### src/rtl/sdm_pkg.sv
// Package of constants and helpers for the SDH defect and alarm monitor
package sdm_pkg;

    // ==========================================================
    // Register map
    localparam logic [3:0] SDM_ADDR_CTRL = 4'h0;
    localparam logic [3:0] SDM_ADDR_STAT = 4'h4;

    // Control field positions
    localparam int SDM_CTRL_OOF5  = 0;
    localparam int SDM_CTRL_LOPLO = 1;
    localparam int SDM_CTRL_BERF  = 3;
    localparam int SDM_CTRL_RSTE  = 4;
    localparam int SDM_CTRL_FLOAT = 5;
    localparam int SDM_CTRL_LOFLO = 6;
    localparam logic [10:0] SDM_CTRL_RST = 11'h200;

    // Status field positions
    localparam int SDM_ST_LOS   = 0;
    localparam int SDM_ST_OOF   = 1;
    localparam int SDM_ST_LOF   = 2;
    localparam int SDM_ST_LOP   = 3;
    localparam int SDM_ST_MSAIS = 4;
    localparam int SDM_ST_FERF  = 5;
    localparam int SDM_ST_AUAIS = 6;
    localparam int SDM_ST_HORDI = 7;
    localparam int SDM_ST_TULOP = 8;
    localparam int SDM_ST_TUAIS = 9;
    localparam int SDM_ST_LORDI = 10;
    localparam int SDM_ST_FTX   = 11;

    // ==========================================================
    // Timing, in frames of 125 us
    localparam int FRAME_US      = 125;
    localparam int LOF_SET_US    = 3000;
    localparam int LOF_RST_US    = 250;
    localparam int LOF_CLRMIN_US = 1000;
    localparam int LOF_CLRMAX_US = 3000;
    localparam logic [4:0] LOF_SET_FR    = 5'(LOF_SET_US / FRAME_US);
    localparam logic [4:0] LOF_RST_FR    = 5'(LOF_RST_US / FRAME_US);
    localparam logic [4:0] LOF_CLRMIN_FR = 5'(LOF_CLRMIN_US / FRAME_US);
    localparam logic [4:0] LOF_CLRMAX_FR = 5'(LOF_CLRMAX_US / FRAME_US);

    // Persistence counts
    localparam logic [4:0] LOS_CLR_N = 5'h02;
    localparam logic [4:0] OOF_SET4  = 5'h04;
    localparam logic [4:0] OOF_SET5  = 5'h05;
    localparam logic [4:0] OOF_CLR_N = 5'h02;
    localparam logic [4:0] LOP_N8    = 5'h08;
    localparam logic [4:0] LOP_N9    = 5'h09;
    localparam logic [4:0] LOP_N10   = 5'h0a;
    localparam logic [4:0] LOP_CLR_N = 5'h03;
    localparam logic [4:0] AIS_N     = 5'h03;
    localparam logic [4:0] RDI_N     = 5'h0a;
    localparam logic [4:0] ONE_N     = 5'h01;

    // ==========================================================
    // Overhead codes
    localparam logic [2:0] K2_MSAIS = 3'h7;
    localparam logic [2:0] K2_FERF  = 3'h6;
    localparam logic [1:0] MF_LAST  = 2'h3;
    localparam int G1_RDI_BIT = 3;
    localparam int V5_RDI_BIT = 0;

    // Class of each transmit byte, given by the framer
    localparam logic [2:0] CLS_RSOH  = 3'h0;
    localparam logic [2:0] CLS_MSOH  = 3'h1;
    localparam logic [2:0] CLS_K2    = 3'h2;
    localparam logic [2:0] CLS_AUPTR = 3'h3;
    localparam logic [2:0] CLS_AUVC  = 3'h4;
    localparam logic [2:0] CLS_G1    = 3'h5;
    localparam logic [2:0] CLS_TU    = 3'h6;
    localparam logic [2:0] CLS_V5    = 3'h7;

    function automatic logic [4:0] sdm_inc(input logic [4:0] c);
        sdm_inc = (c == 5'h1f) ? c : c + 5'h01;
    endfunction : sdm_inc

endpackage : sdm_pkg

### src/rtl/sdm_defect_monitor.sv
// SDH defect detection and alarm insertion for one STM-1 stream
//
// Behaviour
// - Leave LOS after two valid framing patterns with no new LOS condition.
// - Enter OOF after 4 or 5 consecutive errored framing patterns.
// - Leave OOF after two consecutive valid framing patterns.
// - LOF after 3 ms of OOF; integration resets after 0.25 ms in-frame.
// - Clear LOF after continuous in-frame for configured 1 to 3 ms.
// - Enter LOP after N consecutive invalid pointers, N being 8, 9 or 10.
// - Leave LOP after three equal valid pointers or three AIS pointers.
// - As section terminator on LOS or LOF, send all ones after RSOH.
// - MS-AIS when K2 bits 6-8 are 111 three frames; clear likewise.
// - Send FERF as K2 bits 6-8 = 110 on LOS, LOF or MS-AIS.
// - Optionally send FERF on excessive bit error rate too.
// - Detect received FERF after three frames of 110; clear likewise.
// - Transmitted MS-AIS overrides FERF in K2.
// - On LOP or AU AIS send all ones in pointer and container bytes.
// - AU AIS after three all-ones H1 H2; clear after three valid pointers.
// - On received AU AIS set transmitted G1 bit 5.
// - High order RDI after ten frames of G1 bit 5; clear likewise.
// - On TU LOP or TU AIS send all ones across the whole TU.
// - TU AIS after three all-ones V1 V2 multiframes; clear on valid pointers.
// - TU LOP, TU AIS and low order RDI work only in floating mode.
// - On received TU AIS set transmitted V5 bit 8.
// - Low order RDI after ten multiframes of V5 bit 8; clear likewise.
// - Multiframe phase from H4 paces the tributary counters.
`timescale 1ns/1ps
module sdm_defect_monitor
    import sdm_pkg::*;
#(
    parameter int PTR_W = 10
)(
    input  wire logic             clk_sys,
    input  wire logic             rstn,
    // Register port
    input  wire logic [3:0]       reg_addr,
    input  wire logic [31:0]      reg_wdata,
    input  wire logic             reg_wr,
    input  wire logic             reg_rd,
    output logic      [31:0]      reg_rdata,
    // Receive observations, one pulse per frame
    input  wire logic             rx_frame_vld,
    input  wire logic             rx_fas_ok,
    input  wire logic             rx_los_cond,
    input  wire logic [2:0]       rx_k2_ms,
    input  wire logic             rx_au_ptr_ok,
    input  wire logic [PTR_W-1:0] rx_au_ptr,
    input  wire logic             rx_au_ones,
    input  wire logic             rx_g1_rdi,
    input  wire logic             rx_exc_ber,
    input  wire logic [1:0]       rx_h4_phase,
    input  wire logic             rx_tu_ptr_ok,
    input  wire logic             rx_tu_ones,
    input  wire logic             rx_v5_rdi,
    // Transmit byte stream
    input  wire logic             tx_in_vld,
    input  wire logic [7:0]       tx_in_byte,
    input  wire logic [2:0]       tx_in_cls,
    output logic                  tx_out_vld,
    output logic      [7:0]       tx_out_byte
);
    // ==========================================================
    // Control register
    logic [10:0] ctrl_reg;
    wire        oof_five = ctrl_reg[SDM_CTRL_OOF5];
    wire  [1:0] lop_sel  = ctrl_reg[SDM_CTRL_LOPLO +: 2];
    wire        ber_ferf = ctrl_reg[SDM_CTRL_BERF];
    wire        rs_term  = ctrl_reg[SDM_CTRL_RSTE];
    wire        float_en = ctrl_reg[SDM_CTRL_FLOAT];
    wire  [4:0] lof_cfg  = ctrl_reg[SDM_CTRL_LOFLO +: 5];
    wire  [4:0] lop_n    = (lop_sel == 2'h0) ? LOP_N8 :
                           (lop_sel == 2'h1) ? LOP_N9 : LOP_N10;
    // Out-of-range settings are clamped to the 1 to 3 ms window
    wire  [4:0] lof_clr_n = (lof_cfg < LOF_CLRMIN_FR) ? LOF_CLRMIN_FR :
                            (lof_cfg > LOF_CLRMAX_FR) ? LOF_CLRMAX_FR :
                            lof_cfg;
    wire  [4:0] oof_set_n = oof_five ? OOF_SET5 : OOF_SET4;

    // ==========================================================
    // Frame and multiframe ticks
    wire tick    = rx_frame_vld;
    wire mf_tick = rx_frame_vld && (rx_h4_phase == MF_LAST);
    wire tu_tick = mf_tick && float_en;

    // ==========================================================
    // Loss of signal and out of frame
    logic los_st;
    logic oof_st;
    sdm_persist u_los (
        .clk_sys (clk_sys),
        .rstn    (rstn),
        .tick    (tick),
        .hit     (rx_los_cond),
        .miss    (rx_fas_ok && !rx_los_cond),
        .set_n   (ONE_N),
        .clr_n   (LOS_CLR_N),
        .state   (los_st)
    );
    sdm_persist u_oof (
        .clk_sys (clk_sys),
        .rstn    (rstn),
        .tick    (tick),
        .hit     (!rx_fas_ok),
        .miss    (rx_fas_ok),
        .set_n   (oof_set_n),
        .clr_n   (OOF_CLR_N),
        .state   (oof_st)
    );

    // ==========================================================
    // Loss of frame integration
    logic [4:0] integ_reg;
    logic [4:0] infr_reg;
    logic       lof_reg;
    wire  [4:0] integ_next = sdm_inc(integ_reg);
    wire  [4:0] infr_next  = sdm_inc(infr_reg);

    // Short in-frame gaps keep the integration count running
    always_ff @(posedge clk_sys or negedge rstn) begin
        if (!rstn) begin
            integ_reg <= 5'h00;
            infr_reg  <= 5'h00;
            lof_reg   <= 1'b0;
        end else if (tick) begin
            if (oof_st) begin
                infr_reg  <= 5'h00;
                integ_reg <= integ_next;
                if (integ_next >= LOF_SET_FR)
                    lof_reg <= 1'b1;
            end else begin
                infr_reg <= infr_next;
                if (infr_next >= LOF_RST_FR)
                    integ_reg <= 5'h00;
                if (infr_next >= lof_clr_n)
                    lof_reg <= 1'b0;
            end
        end
    end

    // ==========================================================
    // AU loss of pointer
    logic [4:0]       inv_reg;
    logic [4:0]       eq_reg;
    logic [4:0]       aisp_reg;
    logic [PTR_W-1:0] last_reg;
    logic             lop_reg;
    wire au_ais_ind = rx_au_ones;
    wire au_valid   = rx_au_ptr_ok && !au_ais_ind;
    wire au_inv     = !au_valid && !au_ais_ind;
    wire [4:0] inv_next  = au_inv ? sdm_inc(inv_reg) : 5'h00;
    wire [4:0] eq_next   = !au_valid ? 5'h00 :
                           (rx_au_ptr == last_reg) ? sdm_inc(eq_reg) : 5'h01;
    wire [4:0] aisp_next = au_ais_ind ? sdm_inc(aisp_reg) : 5'h00;

    always_ff @(posedge clk_sys or negedge rstn) begin
        if (!rstn) begin
            inv_reg  <= 5'h00;
            eq_reg   <= 5'h00;
            aisp_reg <= 5'h00;
            last_reg <= '0;
            lop_reg  <= 1'b0;
        end else if (tick) begin
            inv_reg  <= inv_next;
            eq_reg   <= eq_next;
            aisp_reg <= aisp_next;
            if (au_valid)
                last_reg <= rx_au_ptr;
            if (!lop_reg && inv_next >= lop_n)
                lop_reg <= 1'b1;
            else if (lop_reg && (eq_next >= LOP_CLR_N ||
                                 aisp_next >= LOP_CLR_N))
                lop_reg <= 1'b0;
        end
    end

    // ==========================================================
    // Section and high order path defects
    logic ms_ais_st;
    logic ferf_rx_st;
    logic au_ais_st;
    logic ho_rdi_st;
    sdm_persist u_msais (
        .clk_sys (clk_sys),
        .rstn    (rstn),
        .tick    (tick),
        .hit     (rx_k2_ms == K2_MSAIS),
        .miss    (rx_k2_ms != K2_MSAIS),
        .set_n   (AIS_N),
        .clr_n   (AIS_N),
        .state   (ms_ais_st)
    );
    sdm_persist u_ferf (
        .clk_sys (clk_sys),
        .rstn    (rstn),
        .tick    (tick),
        .hit     (rx_k2_ms == K2_FERF),
        .miss    (rx_k2_ms != K2_FERF),
        .set_n   (AIS_N),
        .clr_n   (AIS_N),
        .state   (ferf_rx_st)
    );
    sdm_persist u_auais (
        .clk_sys (clk_sys),
        .rstn    (rstn),
        .tick    (tick),
        .hit     (au_ais_ind),
        .miss    (au_valid),
        .set_n   (AIS_N),
        .clr_n   (AIS_N),
        .state   (au_ais_st)
    );
    sdm_persist u_hordi (
        .clk_sys (clk_sys),
        .rstn    (rstn),
        .tick    (tick),
        .hit     (rx_g1_rdi),
        .miss    (!rx_g1_rdi),
        .set_n   (RDI_N),
        .clr_n   (RDI_N),
        .state   (ho_rdi_st)
    );

    // ==========================================================
    // Tributary defects, one observation per multiframe
    logic tu_lop_st;
    logic tu_ais_st;
    logic lo_rdi_st;
    wire  tu_valid = rx_tu_ptr_ok && !rx_tu_ones;
    sdm_persist u_tulop (
        .clk_sys (clk_sys),
        .rstn    (rstn),
        .tick    (tu_tick),
        .hit     (!tu_valid && !rx_tu_ones),
        .miss    (tu_valid || rx_tu_ones),
        .set_n   (lop_n),
        .clr_n   (LOP_CLR_N),
        .state   (tu_lop_st)
    );
    sdm_persist u_tuais (
        .clk_sys (clk_sys),
        .rstn    (rstn),
        .tick    (tu_tick),
        .hit     (rx_tu_ones),
        .miss    (tu_valid),
        .set_n   (AIS_N),
        .clr_n   (AIS_N),
        .state   (tu_ais_st)
    );
    sdm_persist u_lordi (
        .clk_sys (clk_sys),
        .rstn    (rstn),
        .tick    (tu_tick),
        .hit     (rx_v5_rdi),
        .miss    (!rx_v5_rdi),
        .set_n   (RDI_N),
        .clr_n   (RDI_N),
        .state   (lo_rdi_st)
    );

    // ==========================================================
    // Alarm insertion
    // Scrambling follows downstream, so all ones here becomes the
    // scrambled all-ones pattern on the line.
    wire ms_ais_tx = rs_term && (los_st || lof_reg);
    wire ferf_tx   = los_st || lof_reg || ms_ais_st ||
                     (ber_ferf && rx_exc_ber);
    wire au_ais_tx = lop_reg || au_ais_st;
    wire tu_ais_tx = float_en && (tu_lop_st || tu_ais_st);
    wire hp_rdi_tx = au_ais_st;
    wire lp_rdi_tx = float_en && tu_ais_st;
    wire is_path   = (tx_in_cls == CLS_AUPTR) || (tx_in_cls == CLS_AUVC) ||
                     (tx_in_cls == CLS_G1) || (tx_in_cls == CLS_TU) ||
                     (tx_in_cls == CLS_V5);
    wire is_tu     = (tx_in_cls == CLS_TU) || (tx_in_cls == CLS_V5);
    logic [7:0] tx_next;

    always_comb begin
        tx_next = tx_in_byte;
        if (ms_ais_tx && tx_in_cls != CLS_RSOH)
            tx_next = 8'hff;
        else if (au_ais_tx && is_path)
            tx_next = 8'hff;
        else if (tu_ais_tx && is_tu)
            tx_next = 8'hff;
        else if (tx_in_cls == CLS_K2 && ferf_tx)
            tx_next = {tx_in_byte[7:3], K2_FERF};
        else if (tx_in_cls == CLS_G1 && hp_rdi_tx)
            tx_next[G1_RDI_BIT] = 1'b1;
        else if (tx_in_cls == CLS_V5 && lp_rdi_tx)
            tx_next[V5_RDI_BIT] = 1'b1;
    end

    always_ff @(posedge clk_sys or negedge rstn) begin
        if (!rstn) begin
            tx_out_vld  <= 1'b0;
            tx_out_byte <= 8'h00;
        end else begin
            tx_out_vld  <= tx_in_vld;
            tx_out_byte <= tx_in_vld ? tx_next : tx_out_byte;
        end
    end

    // ==========================================================
    // Register port
    logic [11:0] stat_vec;
    always_comb begin
        stat_vec               = 12'h000;
        stat_vec[SDM_ST_LOS]   = los_st;
        stat_vec[SDM_ST_OOF]   = oof_st;
        stat_vec[SDM_ST_LOF]   = lof_reg;
        stat_vec[SDM_ST_LOP]   = lop_reg;
        stat_vec[SDM_ST_MSAIS] = ms_ais_st;
        stat_vec[SDM_ST_FERF]  = ferf_rx_st;
        stat_vec[SDM_ST_AUAIS] = au_ais_st;
        stat_vec[SDM_ST_HORDI] = ho_rdi_st;
        stat_vec[SDM_ST_TULOP] = tu_lop_st;
        stat_vec[SDM_ST_TUAIS] = tu_ais_st;
        stat_vec[SDM_ST_LORDI] = lo_rdi_st;
        stat_vec[SDM_ST_FTX]   = ferf_tx;
    end
    wire sel_ctrl = (reg_addr == SDM_ADDR_CTRL);
    wire sel_stat = (reg_addr == SDM_ADDR_STAT);
    wire [31:0] rd_mux = sel_ctrl ? {21'h0, ctrl_reg} :
                         sel_stat ? {20'h0, stat_vec} : 32'h0;

    always_ff @(posedge clk_sys or negedge rstn) begin
        if (!rstn) begin
            ctrl_reg  <= SDM_CTRL_RST;
            reg_rdata <= 32'h0;
        end else begin
            if (reg_wr && sel_ctrl)
                ctrl_reg <= reg_wdata[10:0];
            reg_rdata <= reg_rd ? rd_mux : 32'h0;
        end
    end
endmodule : sdm_defect_monitor

### src/rtl/sdm_persist.sv
// Consecutive-observation filter for one latched defect state
`timescale 1ns/1ps
module sdm_persist
    import sdm_pkg::*;
(
    input  wire logic       clk_sys,
    input  wire logic       rstn,
    input  wire logic       tick,
    input  wire logic       hit,
    input  wire logic       miss,
    input  wire logic [4:0] set_n,
    input  wire logic [4:0] clr_n,
    output logic            state
);
    logic [4:0] hit_reg;
    logic [4:0] miss_reg;
    logic       state_reg;
    wire  [4:0] hit_next  = hit  ? sdm_inc(hit_reg)  : 5'h00;
    wire  [4:0] miss_next = miss ? sdm_inc(miss_reg) : 5'h00;

    // A frame that is neither hit nor miss breaks both runs
    always_ff @(posedge clk_sys or negedge rstn) begin
        if (!rstn) begin
            hit_reg   <= 5'h00;
            miss_reg  <= 5'h00;
            state_reg <= 1'b0;
        end else if (tick) begin
            hit_reg  <= hit_next;
            miss_reg <= miss_next;
            if (!state_reg && hit && hit_next >= set_n)
                state_reg <= 1'b1;
            else if (state_reg && miss && miss_next >= clr_n)
                state_reg <= 1'b0;
        end
    end

    assign state = state_reg;
endmodule : sdm_persist

### config.mk
export PLATFORM = sky130hd
export DESIGN_NAME = sdm_defect_monitor
export DESIGN_NICKNAME = d
export VERILOG_FILES = /design/src/rtl/sdm_pkg.sv /design/src/rtl/sdm_defect_monitor.sv /design/src/rtl/sdm_persist.sv
export SDC_FILE = /design/constraint.sdc
export NUM_CORES = 1
export LEC_CHECK = 0
export BUFFER_PORTS_ARGS = -buffer_cell sky130_fd_sc_hd__buf_2
export CORE_ASPECT_RATIO = 0.7
export CORE_UTILIZATION = 53
export DETAILED_ROUTE_END_ITERATION = 16
export PLACE_DENSITY = 0.77
export SYNTH_ARGS = -nofsm -noshare
export SYNTH_HDL_FRONTEND = slang
export SYNTH_SLANG_ARGS = --single-unit
export TNS_END_PERCENT = 100
### constraint.sdc
create_clock -name clk_sys -period 2.7 [get_ports clk_sys]
set_clock_uncertainty 0.2 [all_clocks]
set_input_delay 0.675 -clock clk_sys [delete_from_list [all_inputs] [get_ports clk_sys]]
set_output_delay 0.675 -clock clk_sys [all_outputs]
set_load 0.005 [all_outputs]
==> results.md, run 1 <==
- Critical Path AT: about 2.7 ns
- Status: finished, final reports clean
- Worst path bufs/invs: 0
- Htree depth: 4
- Via/cell ratio: 5.941
- 1st-iter DRT viols: a little over 600
- Worst-Skew Late Latency: 0.43 ns
- Diodes inserted: 0
- Global-route wire length before repair: 35410 um
- Port bufs: between 70 and 80
- Power Density: 701.0 nW/um2
- GRT overflow: 0
- # clock sinks: 168
- Final #Nets: 1187
- Post-Syn Instances: 990
- Antenna violations before repair: 1
- Ys Warns: 0
- Final design utilization: 63.52%
- CP max stage cell: dfrtp_1
- Crit path time final: 2.560 ns
- WL/cell: 15.79 um
- Critical path class: flop to flop
- CTS tree: yes
- Multi-input gate area: between 4000 and 5000 um2
- Clk Tree Root Cell: clkbuf_16
- Reg clk slew, reported paths: 0.07 ns
- Die ar.: 17850 um2
- Max Root-Sink Buffers: 2
- Most common cell after layout, fill and taps aside: dfrtp_1
- Syn_area_per_cell: between 9 and 10 um2
- Routed wl met3: 1070 um
- Slew @ Worst Pin: 0.8269 ns
- Final Hold Viols: 0
- Post-synth EDFFs: 0
- Met1 WL: roughly 10000 um
- Biggest area consumer among synthesized cells: dfrtp_1
- Most used cell, CP: ha_1
- FF+latch count, synth: 168
- Core area: roughly 17000 um2
- Final WS setup: 0.1400 ns
- Dpl ws: -0.0004134 ns
- Slew margin rel.: 43.45%
- ANT nets after route: 0
- Die Span Y: 112.1 um
- Cells taking the most area after synthesis: dfrtp_1, a21oi_1, nand2_1
- DRC Markers: 0
- GPL Wtd Cong: between 0.8 and 0.9
- Effective utilization at floorplan: 55.13%
- DR top layer: met4
- Nature of the critical path startpoint: flop
- Ys async rst share: 100.0%
- Layout cells sized above 1: 17.61%
- DIE WIDTH: roughly 160 um
- Syn Std Cell Area: between 9000 and 10000 um2
- Largest register FFs: 12
- GRT Overall Usage: 24.52%
- Largest net degree at the start of global routing: 60
- Area share of the largest cell type after synthesis: a little under half
- Req. time, crit path: 2.80 ns
- Total of max-cap violations: 0
- Main synth FF type: dfrtp_1
- Register area: 4205 um2
- Peak supply drop: 0.4159 mV
- Setup Buffers After CTS: 0
- Min-delay worst type: input port to async pin
- Routed wl met2: 9437 um
- Crit-path max FO: 5
- Fmax achieved: 0.3906 GHz
- First-pass DRT Iterations: 6
- DR vias: 7812
- Dpl hpwl: 14470 um
- Fillers: 1383
- Area Growth Syn to Fin: 15.22%
- I/O pins: 118
- Final Slew Violations: 0
- Final setup vio count: 0
- Slowest Stage Delay on Critical Path: 0.38 ns
- CP Cell Sequence: ha_1, and3_4, nand2_4, mux2i_2, nor3_1, ha_1, a221oi_2, nor2_1, o311ai_1, o22ai_1
- Seq/Total Area, Yosys: around 46%
- Leakage: 0.004878 uW
- Yosys cell types: 65
- Period Utilization, post-route: a little over nine tenths
- Crit-path leading delay family: compound AO/OA/AOI/OAI gates
- Commonest cells after routing, fill and taps aside: dfrtp_1, nand2_1, a21oi_1
- Routed WL: 20760 um
- Rows: 39
- Vias in the first global route: 7329
- Num CTS Buffers: 17
- Nature of the critical path endpoint: flop
-- power breakdown --
group | leakage (uW) | internal [uW] | switching [uW] | total, uW
Sequential | 0.00221 | 2850 | 425 | 3270
Clock | 0.000318 | 1690 | 1010 | 2700
Combinational | 0.00235 | 664 | 767 | 1430
-- through the flow --
step | std cells | area (um2) | total power, uW | hold slack [ns] | TNS [ns]
final | 1315 | 10570 | 7410 | 0.001116 | 0
after global routing | 1315 | 10570 | 7818 | 0.04280 | -0.002190
after CTS | 1315 | 10540 | 7429 | 0.02517 | 0
after detailed placement | 1283 | 9882 | 4696 | 0.2881 | -0.0004134
after global placement | 1283 | 9882 | 4622 | 0.2782 | 0
after floorplan | 1009 | 9248 | 4221 | 0.1794 | 0
-- routing by layer --
metal	track usage (%)	up-vias
met5	0	-
met4	9.103	0
met3	4.619	16
met2	37.69	206
met1	34.78	3810
li1	-	3780
-- worst register-to-register path: stages (launching register included) --
cell      delay (ns)
dfrtp_1         0.38
ha_1            0.21
and3_4          0.20
nand2_4         0.09
mux2i_2         0.24
nor3_1          0.08
ha_1            0.32
a221oi_2        0.26
nor2_1          0.07
o311ai_1        0.29
o22ai_1         0.10
-- synthesized netlist by cell type, types with 6 or more instances --
library cell  count
clkbuf_1         24
and3_1           15
and4_1            6
a22o_1           12
o22ai_1           7
nand2_1         116
o31ai_1           6
a21oi_1         106
ha_1             33
a31o_2            6
buf_2             6
nand2b_1          8
nand4_1          23
nor2b_1          10
nor3_1           12
nor2_1           67
o21ai_0          82
buf_1             9
xor2_1           21
buf_4            20
and2_1            6
mux2i_1          12
mux2_2           26
dfrtp_1         167
inv_1            33
a41oi_1          27
nand3_1          39
a31oi_1          12
-- timing repair --
action                                  in CTS  in global routing
gates cloned                                 0                  0
endpoints found under the setup margin       1                  2
hold buffers                                 0                  0
resized for setup                            1                  8
pin swaps                                    0                  6
-- path summary, 6_finish.rpt --
kind	depth (start not counted)	end	slack [ns]	startpoint
max	10	lop_reg$_DFFE_PN0P_	0.14	inv_reg[0]$_DFFE_PN0P_
min in group clk_sys	2	tx_out_byte[4]$_DFFE_PN0P_	0.25	tx_in_byte[4]
min reg2reg	1	tx_out_byte[3]$_DFFE_PN0P_	0.31	tx_out_byte[3]$_DFFE_PN0P_
max in group asynchronous	2	ctrl_reg[9]$_DFFE_PN1P_	1.63	rstn
max reg2reg	10	lop_reg$_DFFE_PN0P_	0.14	inv_reg[0]$_DFFE_PN0P_
min	1	u_lordi.hit_reg[3]$_DFFE_PN0P_	0.001	rstn
-- kinds of logic after synthesis --
kind of cell | Yosys count | share of synthesized area, %
AOI/OAI and AO/OA | 314 | 21.58
xor gates and xnor gates | 25 | 2.387
adders and majority gates | 34 | 4.624
buffers and inverters | 93 | 4.719
DFF | 168 | 45.84
muxes | 38 | 4.501
other | 1 | 0.04088
and+or+nand+nor | 317 | 16.31
-- layout make-up --
type / count / share of cell area (%)
clock buffers: 21 / 4.356
flip-flops and latches: 168 / 39.78
repair buffers: 109 / 6.262
inverters: 33 / 1.172
multi-input cells: 748 / 43.93
well taps: 225 / 2.663
clock inverters: 11 / 1.835
Note: power is estimated with default switching activity, not from simulation.
==> run 2, diff against run 1 <==
Settings changed: CORE_UTILIZATION 53 to 55, PLACE_DENSITY 0.77 to 0.76.
Clock period 2.7 ns to 2.65 ns, I/O delays scaled along.
==> results.md, run 2 (synthesis gave the netlist of run 1 again) <==
- Slew margin rel.: around half
- Final #Nets: roughly 1200
- DRC Markers: 0
- Placed cells: roughly 1300
- Post-route cell area: between 10000 and 15000 um2
- Critical Path AT: 2.59 ns
- Diodes inserted: 0
- Crit path time final: ~2.5 ns
- Min-delay worst type: input port to flop
- Peak supply drop: 0.3715 mV
- Logic pwr share: 19.7%
- Largest net degree at the start of global routing: 64
- Req. time, crit path: 2.75 ns
- Power Density: 703.1 nW/um2
- Final Hold Viols: 0
- Psw: 2254 uW
- Rows: 39
- Nature of the critical path endpoint: flop
- WL/cell: 15.59 um
- GR Util met3: 6.607%
- ANT nets after route: 0
- Slew @ Worst Pin: 0.7166 ns
- Placed instance area: 9887 um2
- Die ar.: 17210 um2
- GPL Wtd Cong: ~0.86
- Max Root-Sink Buffers: 2
- # clock sinks: 168
- Layout cells sized above 1: ~18%
- DIE WIDTH: 156.4 um
- Routed WL: 20530 um
- GRT busiest layer: met2
- Largest register FFs: 12
- Register share of total power: 44.7%
- Area Growth Syn to Fin: 15.36%
- GR Util met1: 35.93%
- Htree depth: 4
- Leakage: 0.004861 uW
- Status: finished, final reports clean
- Met2 Use GR: 40.05%
- First-pass DRT Iterations: 5
- Antenna violations before repair: 0
- I/O pins: 118
- Final design utilization: 64.93%
- 1st-iter DRT viols: 567
- GRT overflow: 0
- Via/cell ratio: about 5.9
- Crit-path max FO: 3
- Fillers: ~1300
- Period Utilization, post-route: 93.65%
- Commonest cells after routing, fill and taps aside: dfrtp_1, nand2_1, a21oi_1
- Num CTS Buffers: 17
- Worst-Skew Late Latency: 0.43 ns
- Critical path class: flop to flop
- Most common cell after layout, fill and taps aside: dfrtp_1
- DR vias: 7782
- Fmax achieved: 0.4030 GHz
- Port bufs: 76
- Global-route wire length before repair: 34870 um
- Clock network power share: 35.6%
- GRT Overall Usage: 25.75%
- Vias in the first global route: 7288
- CTS tree: yes
- TNS Setup: 0 ns
- Final setup vio count: 0
- Effective utilization at floorplan: 56.29%
- Total of max-cap violations: 0
- Core area: between 15000 and 20000 um2
- Final Slew Violations: 0
- Hold_ws: 0.2394 ns
- Nature of the critical path startpoint: flop
- Dpl hpwl: 14030 um
- Switching share of total power: 30.29%
- Die Span Y: 110.1 um
- Reg clk slew, reported paths: 0.07 ns
- Internal cell power: 5187 uW
- Fin cells: about 1300
- Clk Tree Root Cell: clkbuf_16
[run 2: metal layers]
layer,vias to the layer above,routed length (um)
met1,3756,9844
li1,3783,-
met2,222,9182
met3,21,1230
met4,0,272
met5,-,0
[run 2: timing repair]
action,CTS,global route
hold buffers,1,0
cloned,0,0
setup endpoints to repair,1,3
resized for setup,1,9
hold endpoints to repair,36,0
pin swaps,0,7
buffers inserted,0,4
[run 2: worst max-delay path, cell delays in order, from the launching register on]
cell and delay [ns]:
dfrtp_1 0.39, ha_2 0.19, and3_4 0.19, nand2_4 0.07, xor2_1 0.14, nand2_1 0.08, ha_1 0.28, nand2b_1 0.15
a221oi_2 0.23, nor2_1 0.07, o311ai_2 0.26, o22ai_1 0.10
[run 2: final timing paths]
path / slack (ns) / endpoint / startpoint / cells past startpoint
setup reg to reg: 0.17 / lop_reg$_DFFE_PN0P_ / inv_reg[0]$_DFFE_PN0P_ / 11
max in group asynchronous: 1.09 / ctrl_reg[9]$_DFFE_PN1P_ / rstn / 3
hold reg to reg: 0.30 / tx_out_byte[4]$_DFFE_PN0P_ / tx_out_byte[4]$_DFFE_PN0P_ / 1
hold / removal: 0.24 / tx_out_byte[4]$_DFFE_PN0P_ / tx_in_byte[4] / 2
min in group asynchronous: 0.50 / u_lordi.miss_reg[0]$_DFFE_PN0P_ / rstn / 2
setup / recovery: 0.17 / lop_reg$_DFFE_PN0P_ / inv_reg[0]$_DFFE_PN0P_ / 11
[run 2: layout make-up]
type                       instances  area (um2)  area share (%)
tap                              225       281.5           2.660
sequential                       168        4205           39.74
inverter                          33       123.9           1.170
clock inverter                    12       175.2           1.655
timing repair buffer             111       704.4           6.656
clock buffer                      20       446.7           4.221
multi-input combinational        748        4646           43.90
[run 2: metrics by stage]
stage / worst slack, ns / power, uW
6_report: 0.1684 / 7441
5_1_grt: -0.001344 / 7859
4_1_cts: 0.05038 / 7460
3_5_place_dp: -0.0004137 / 4788
3_3_place_gp: 0.08314 / 4724
2_1_floorplan: 0.02317 / 4301
[run 2: power by group through the flow]
stage	registers, uW	clock network [uW]	logic (uW)
final	3320	2650	1460
after global routing	3380	2790	1690
after CTS	3310	2690	1460
after detailed placement	3350	0	1440
after global placement	3330	0	1390
after floorplan	3230	0	1070
==> run 3, diff against run 2 <==
Settings changed: CTS_CLUSTER_DIAMETER set to 100.
Clock period 2.65 ns to 2.95 ns, I/O delays scaled along.
==> results.md, run 3 (synthesis gave the netlist of run 1 again) <==
- Max Root-Sink Buffers: 2
- Min-delay worst type: input port to async pin
- Commonest cells after routing, fill and taps aside: dfrtp_1, nand2_1, a21oi_1
- Htree depth: 4
- Req. time, crit path: 3.05 ns
- Logic pwr share: about a fifth
- Rows: 39
- Most common cell after layout, fill and taps aside: dfrtp_1
- Critical Path AT: 2.94 ns
- DRC Markers: 0
- Slew @ Worst Pin: roughly 0.66 ns
- Num CTS Buffers: 17
- Peak supply drop: 0.3466 mV
- Clk Tree Root Cell: clkbuf_16
- Largest register FFs: 12
- TNS Setup: 0 ns
- CTS tree: yes
- Power Density: approximately 640 nW/um2
- Period Utilization, post-route: 96.21%
- Reg clk slew, reported paths: 0.06 ns
- Placed cells: 1268
- ANT nets after route: 0
- Leakage: 0.004783 uW
- Die ar.: about 17000 um2
- Internal cell power: about 4700 uW
- Final Hold Viols: 0
- DIE WIDTH: 156.4 um
- Post-route cell area: 10460 um2
- Crit path time final: 2.838 ns
- Total of max-cap violations: 0
- I/O pins: 118
- Psw: ~2000 uW
- Final #Nets: 1172
- Fin cells: between 1000 and 1500
- # clock sinks: 168
- Power, Total: ~6700 uW
- Routed wl met2: 8643 um
- Effective utilization at floorplan: between 50% and 60%
- # hold bufs at CTS: 0
- Switching share of total power: 29.62%
- # resized after CTS: 0
- Global-route wire length before repair: approximately 33000 um
- Vias in the first global route: 7023
- Layout cells sized above 1: 16.09%
- Fmax achieved: approximately 0.35 GHz
- Slew margin rel.: 54.97%
- DR top layer: met4
- Diodes inserted: 0
- GRT Overall Usage: 24.55%
- Routed wl met3: 1073 um
- Register share of total power: roughly 45%
- 1st-iter DRT viols: 626
- Placed instance area: 9792 um2
- Met1 WL: 9741 um
- Antenna violations before repair: 0
- Nature of the critical path endpoint: flop
- Routed WL: 19810 um
- Die Span Y: 110.1 um
- Area Growth Syn to Fin: 13.98%
- Via/cell ratio: 5.904
- WL/cell: approximately 15 um
- Port bufs: 76
- Final setup vio count: 0
- Worst-Skew Late Latency: roughly 0.43 ns
- DR vias: ~7700
- GPL Wtd Cong: 0.8611
- R2R Setup Slk: roughly 0.11 ns
- Final Slew Violations: 0
- GRT overflow: 0
- First-pass DRT Iterations: 5
- Clock network power share: 36.6%
- Dpl hpwl: 13550 um
- Largest net degree at the start of global routing: 74
- Setup Buffers After CTS: 0
- Crit-path max FO: 6
- Core area: 16300 um2
- Nature of the critical path startpoint: flop
- Fillers: 1337
- Hold_ws: roughly 0.05 ns
- Status: finished, final reports clean
- Critical path class: flop to flop
run 3: changes by cell type in the layout (fill, tap and decap cells not counted), moves of 2 or more:
cell	delta
clkinv_2	-2
and3_4	-2
buf_4	-16
and3_1	+2
run 3: layer usage:
metal | GRT usage [%] | up-vias
met5 | 0 | -
met1 | 35.25 | 3689
met4 | 9.384 | 0
met3 | 4.535 | 36
met2 | 37.15 | 195
li1 | - | 3755
run 3: power groups by stage:
stage / registers (uW) / clock network [uW] / logic [uW]
floorplan: 2900 / 0 / 963
global placement: 3020 / 0 / 1200
detailed placement: 3030 / 0 / 1240
CTS: 2990 / 2500 / 1250
global route: 3050 / 2590 / 1460
finish: 3000 / 2460 / 1260
run 3: metrics by stage:
stage / util, % / worst slack, ns
floorplan: - / 0.2414
global placement: 60.08 / 0.1943
detailed placement: 60.08 / 0.1827
CTS: 64.04 / 0.1520
global route: 64.16 / -0.07136
finish: 64.16 / 0.1119
run 3: critical path, cell delays in order (launching register included):
cell and delay, ns:
dfrtp_2 0.45, ha_2 0.23, and3_1 0.23, nand2_1 0.18, xor2_1 0.17, nand2_1 0.07, ha_1 0.28, nand2b_1 0.15
a21oi_1 0.19, o21ai_0 0.16, a311oi_2 0.32, a21oi_1 0.08
run 3: layout make-up:
| cell class | instances | area, um2 | share of cell area, % |
|---|---|---|---|
| inverter | 33 | 123.9 | 1.185 |
| timing repair buffer | 94 | 574.3 | 5.492 |
| sequential | 168 | 4207 | 40.23 |
| clock inverter | 11 | 195.2 | 1.867 |
| clock buffer | 21 | 450.4 | 4.308 |
| tap | 225 | 281.5 | 2.692 |
| multi-input combinational | 748 | 4624 | 44.23 |
run 3: worst paths after layout:
check	from	endpoint	cells after the start
setup / recovery	u_tulop.hit_reg[0]$_DFFE_PN0P_	u_tulop.state$_DFFE_PN0P_	11
min in group clk_sys	tx_out_byte[4]$_DFFE_PN0P_	tx_out_byte[4]$_DFFE_PN0P_	1
setup reg to reg	u_tulop.hit_reg[0]$_DFFE_PN0P_	u_tulop.state$_DFFE_PN0P_	11
hold / removal	rstn	u_lordi.hit_reg[2]$_DFFE_PN0P_	1
max in group asynchronous	rstn	ctrl_reg[9]$_DFFE_PN1P_	2
hold reg to reg	tx_out_byte[4]$_DFFE_PN0P_	tx_out_byte[4]$_DFFE_PN0P_	1
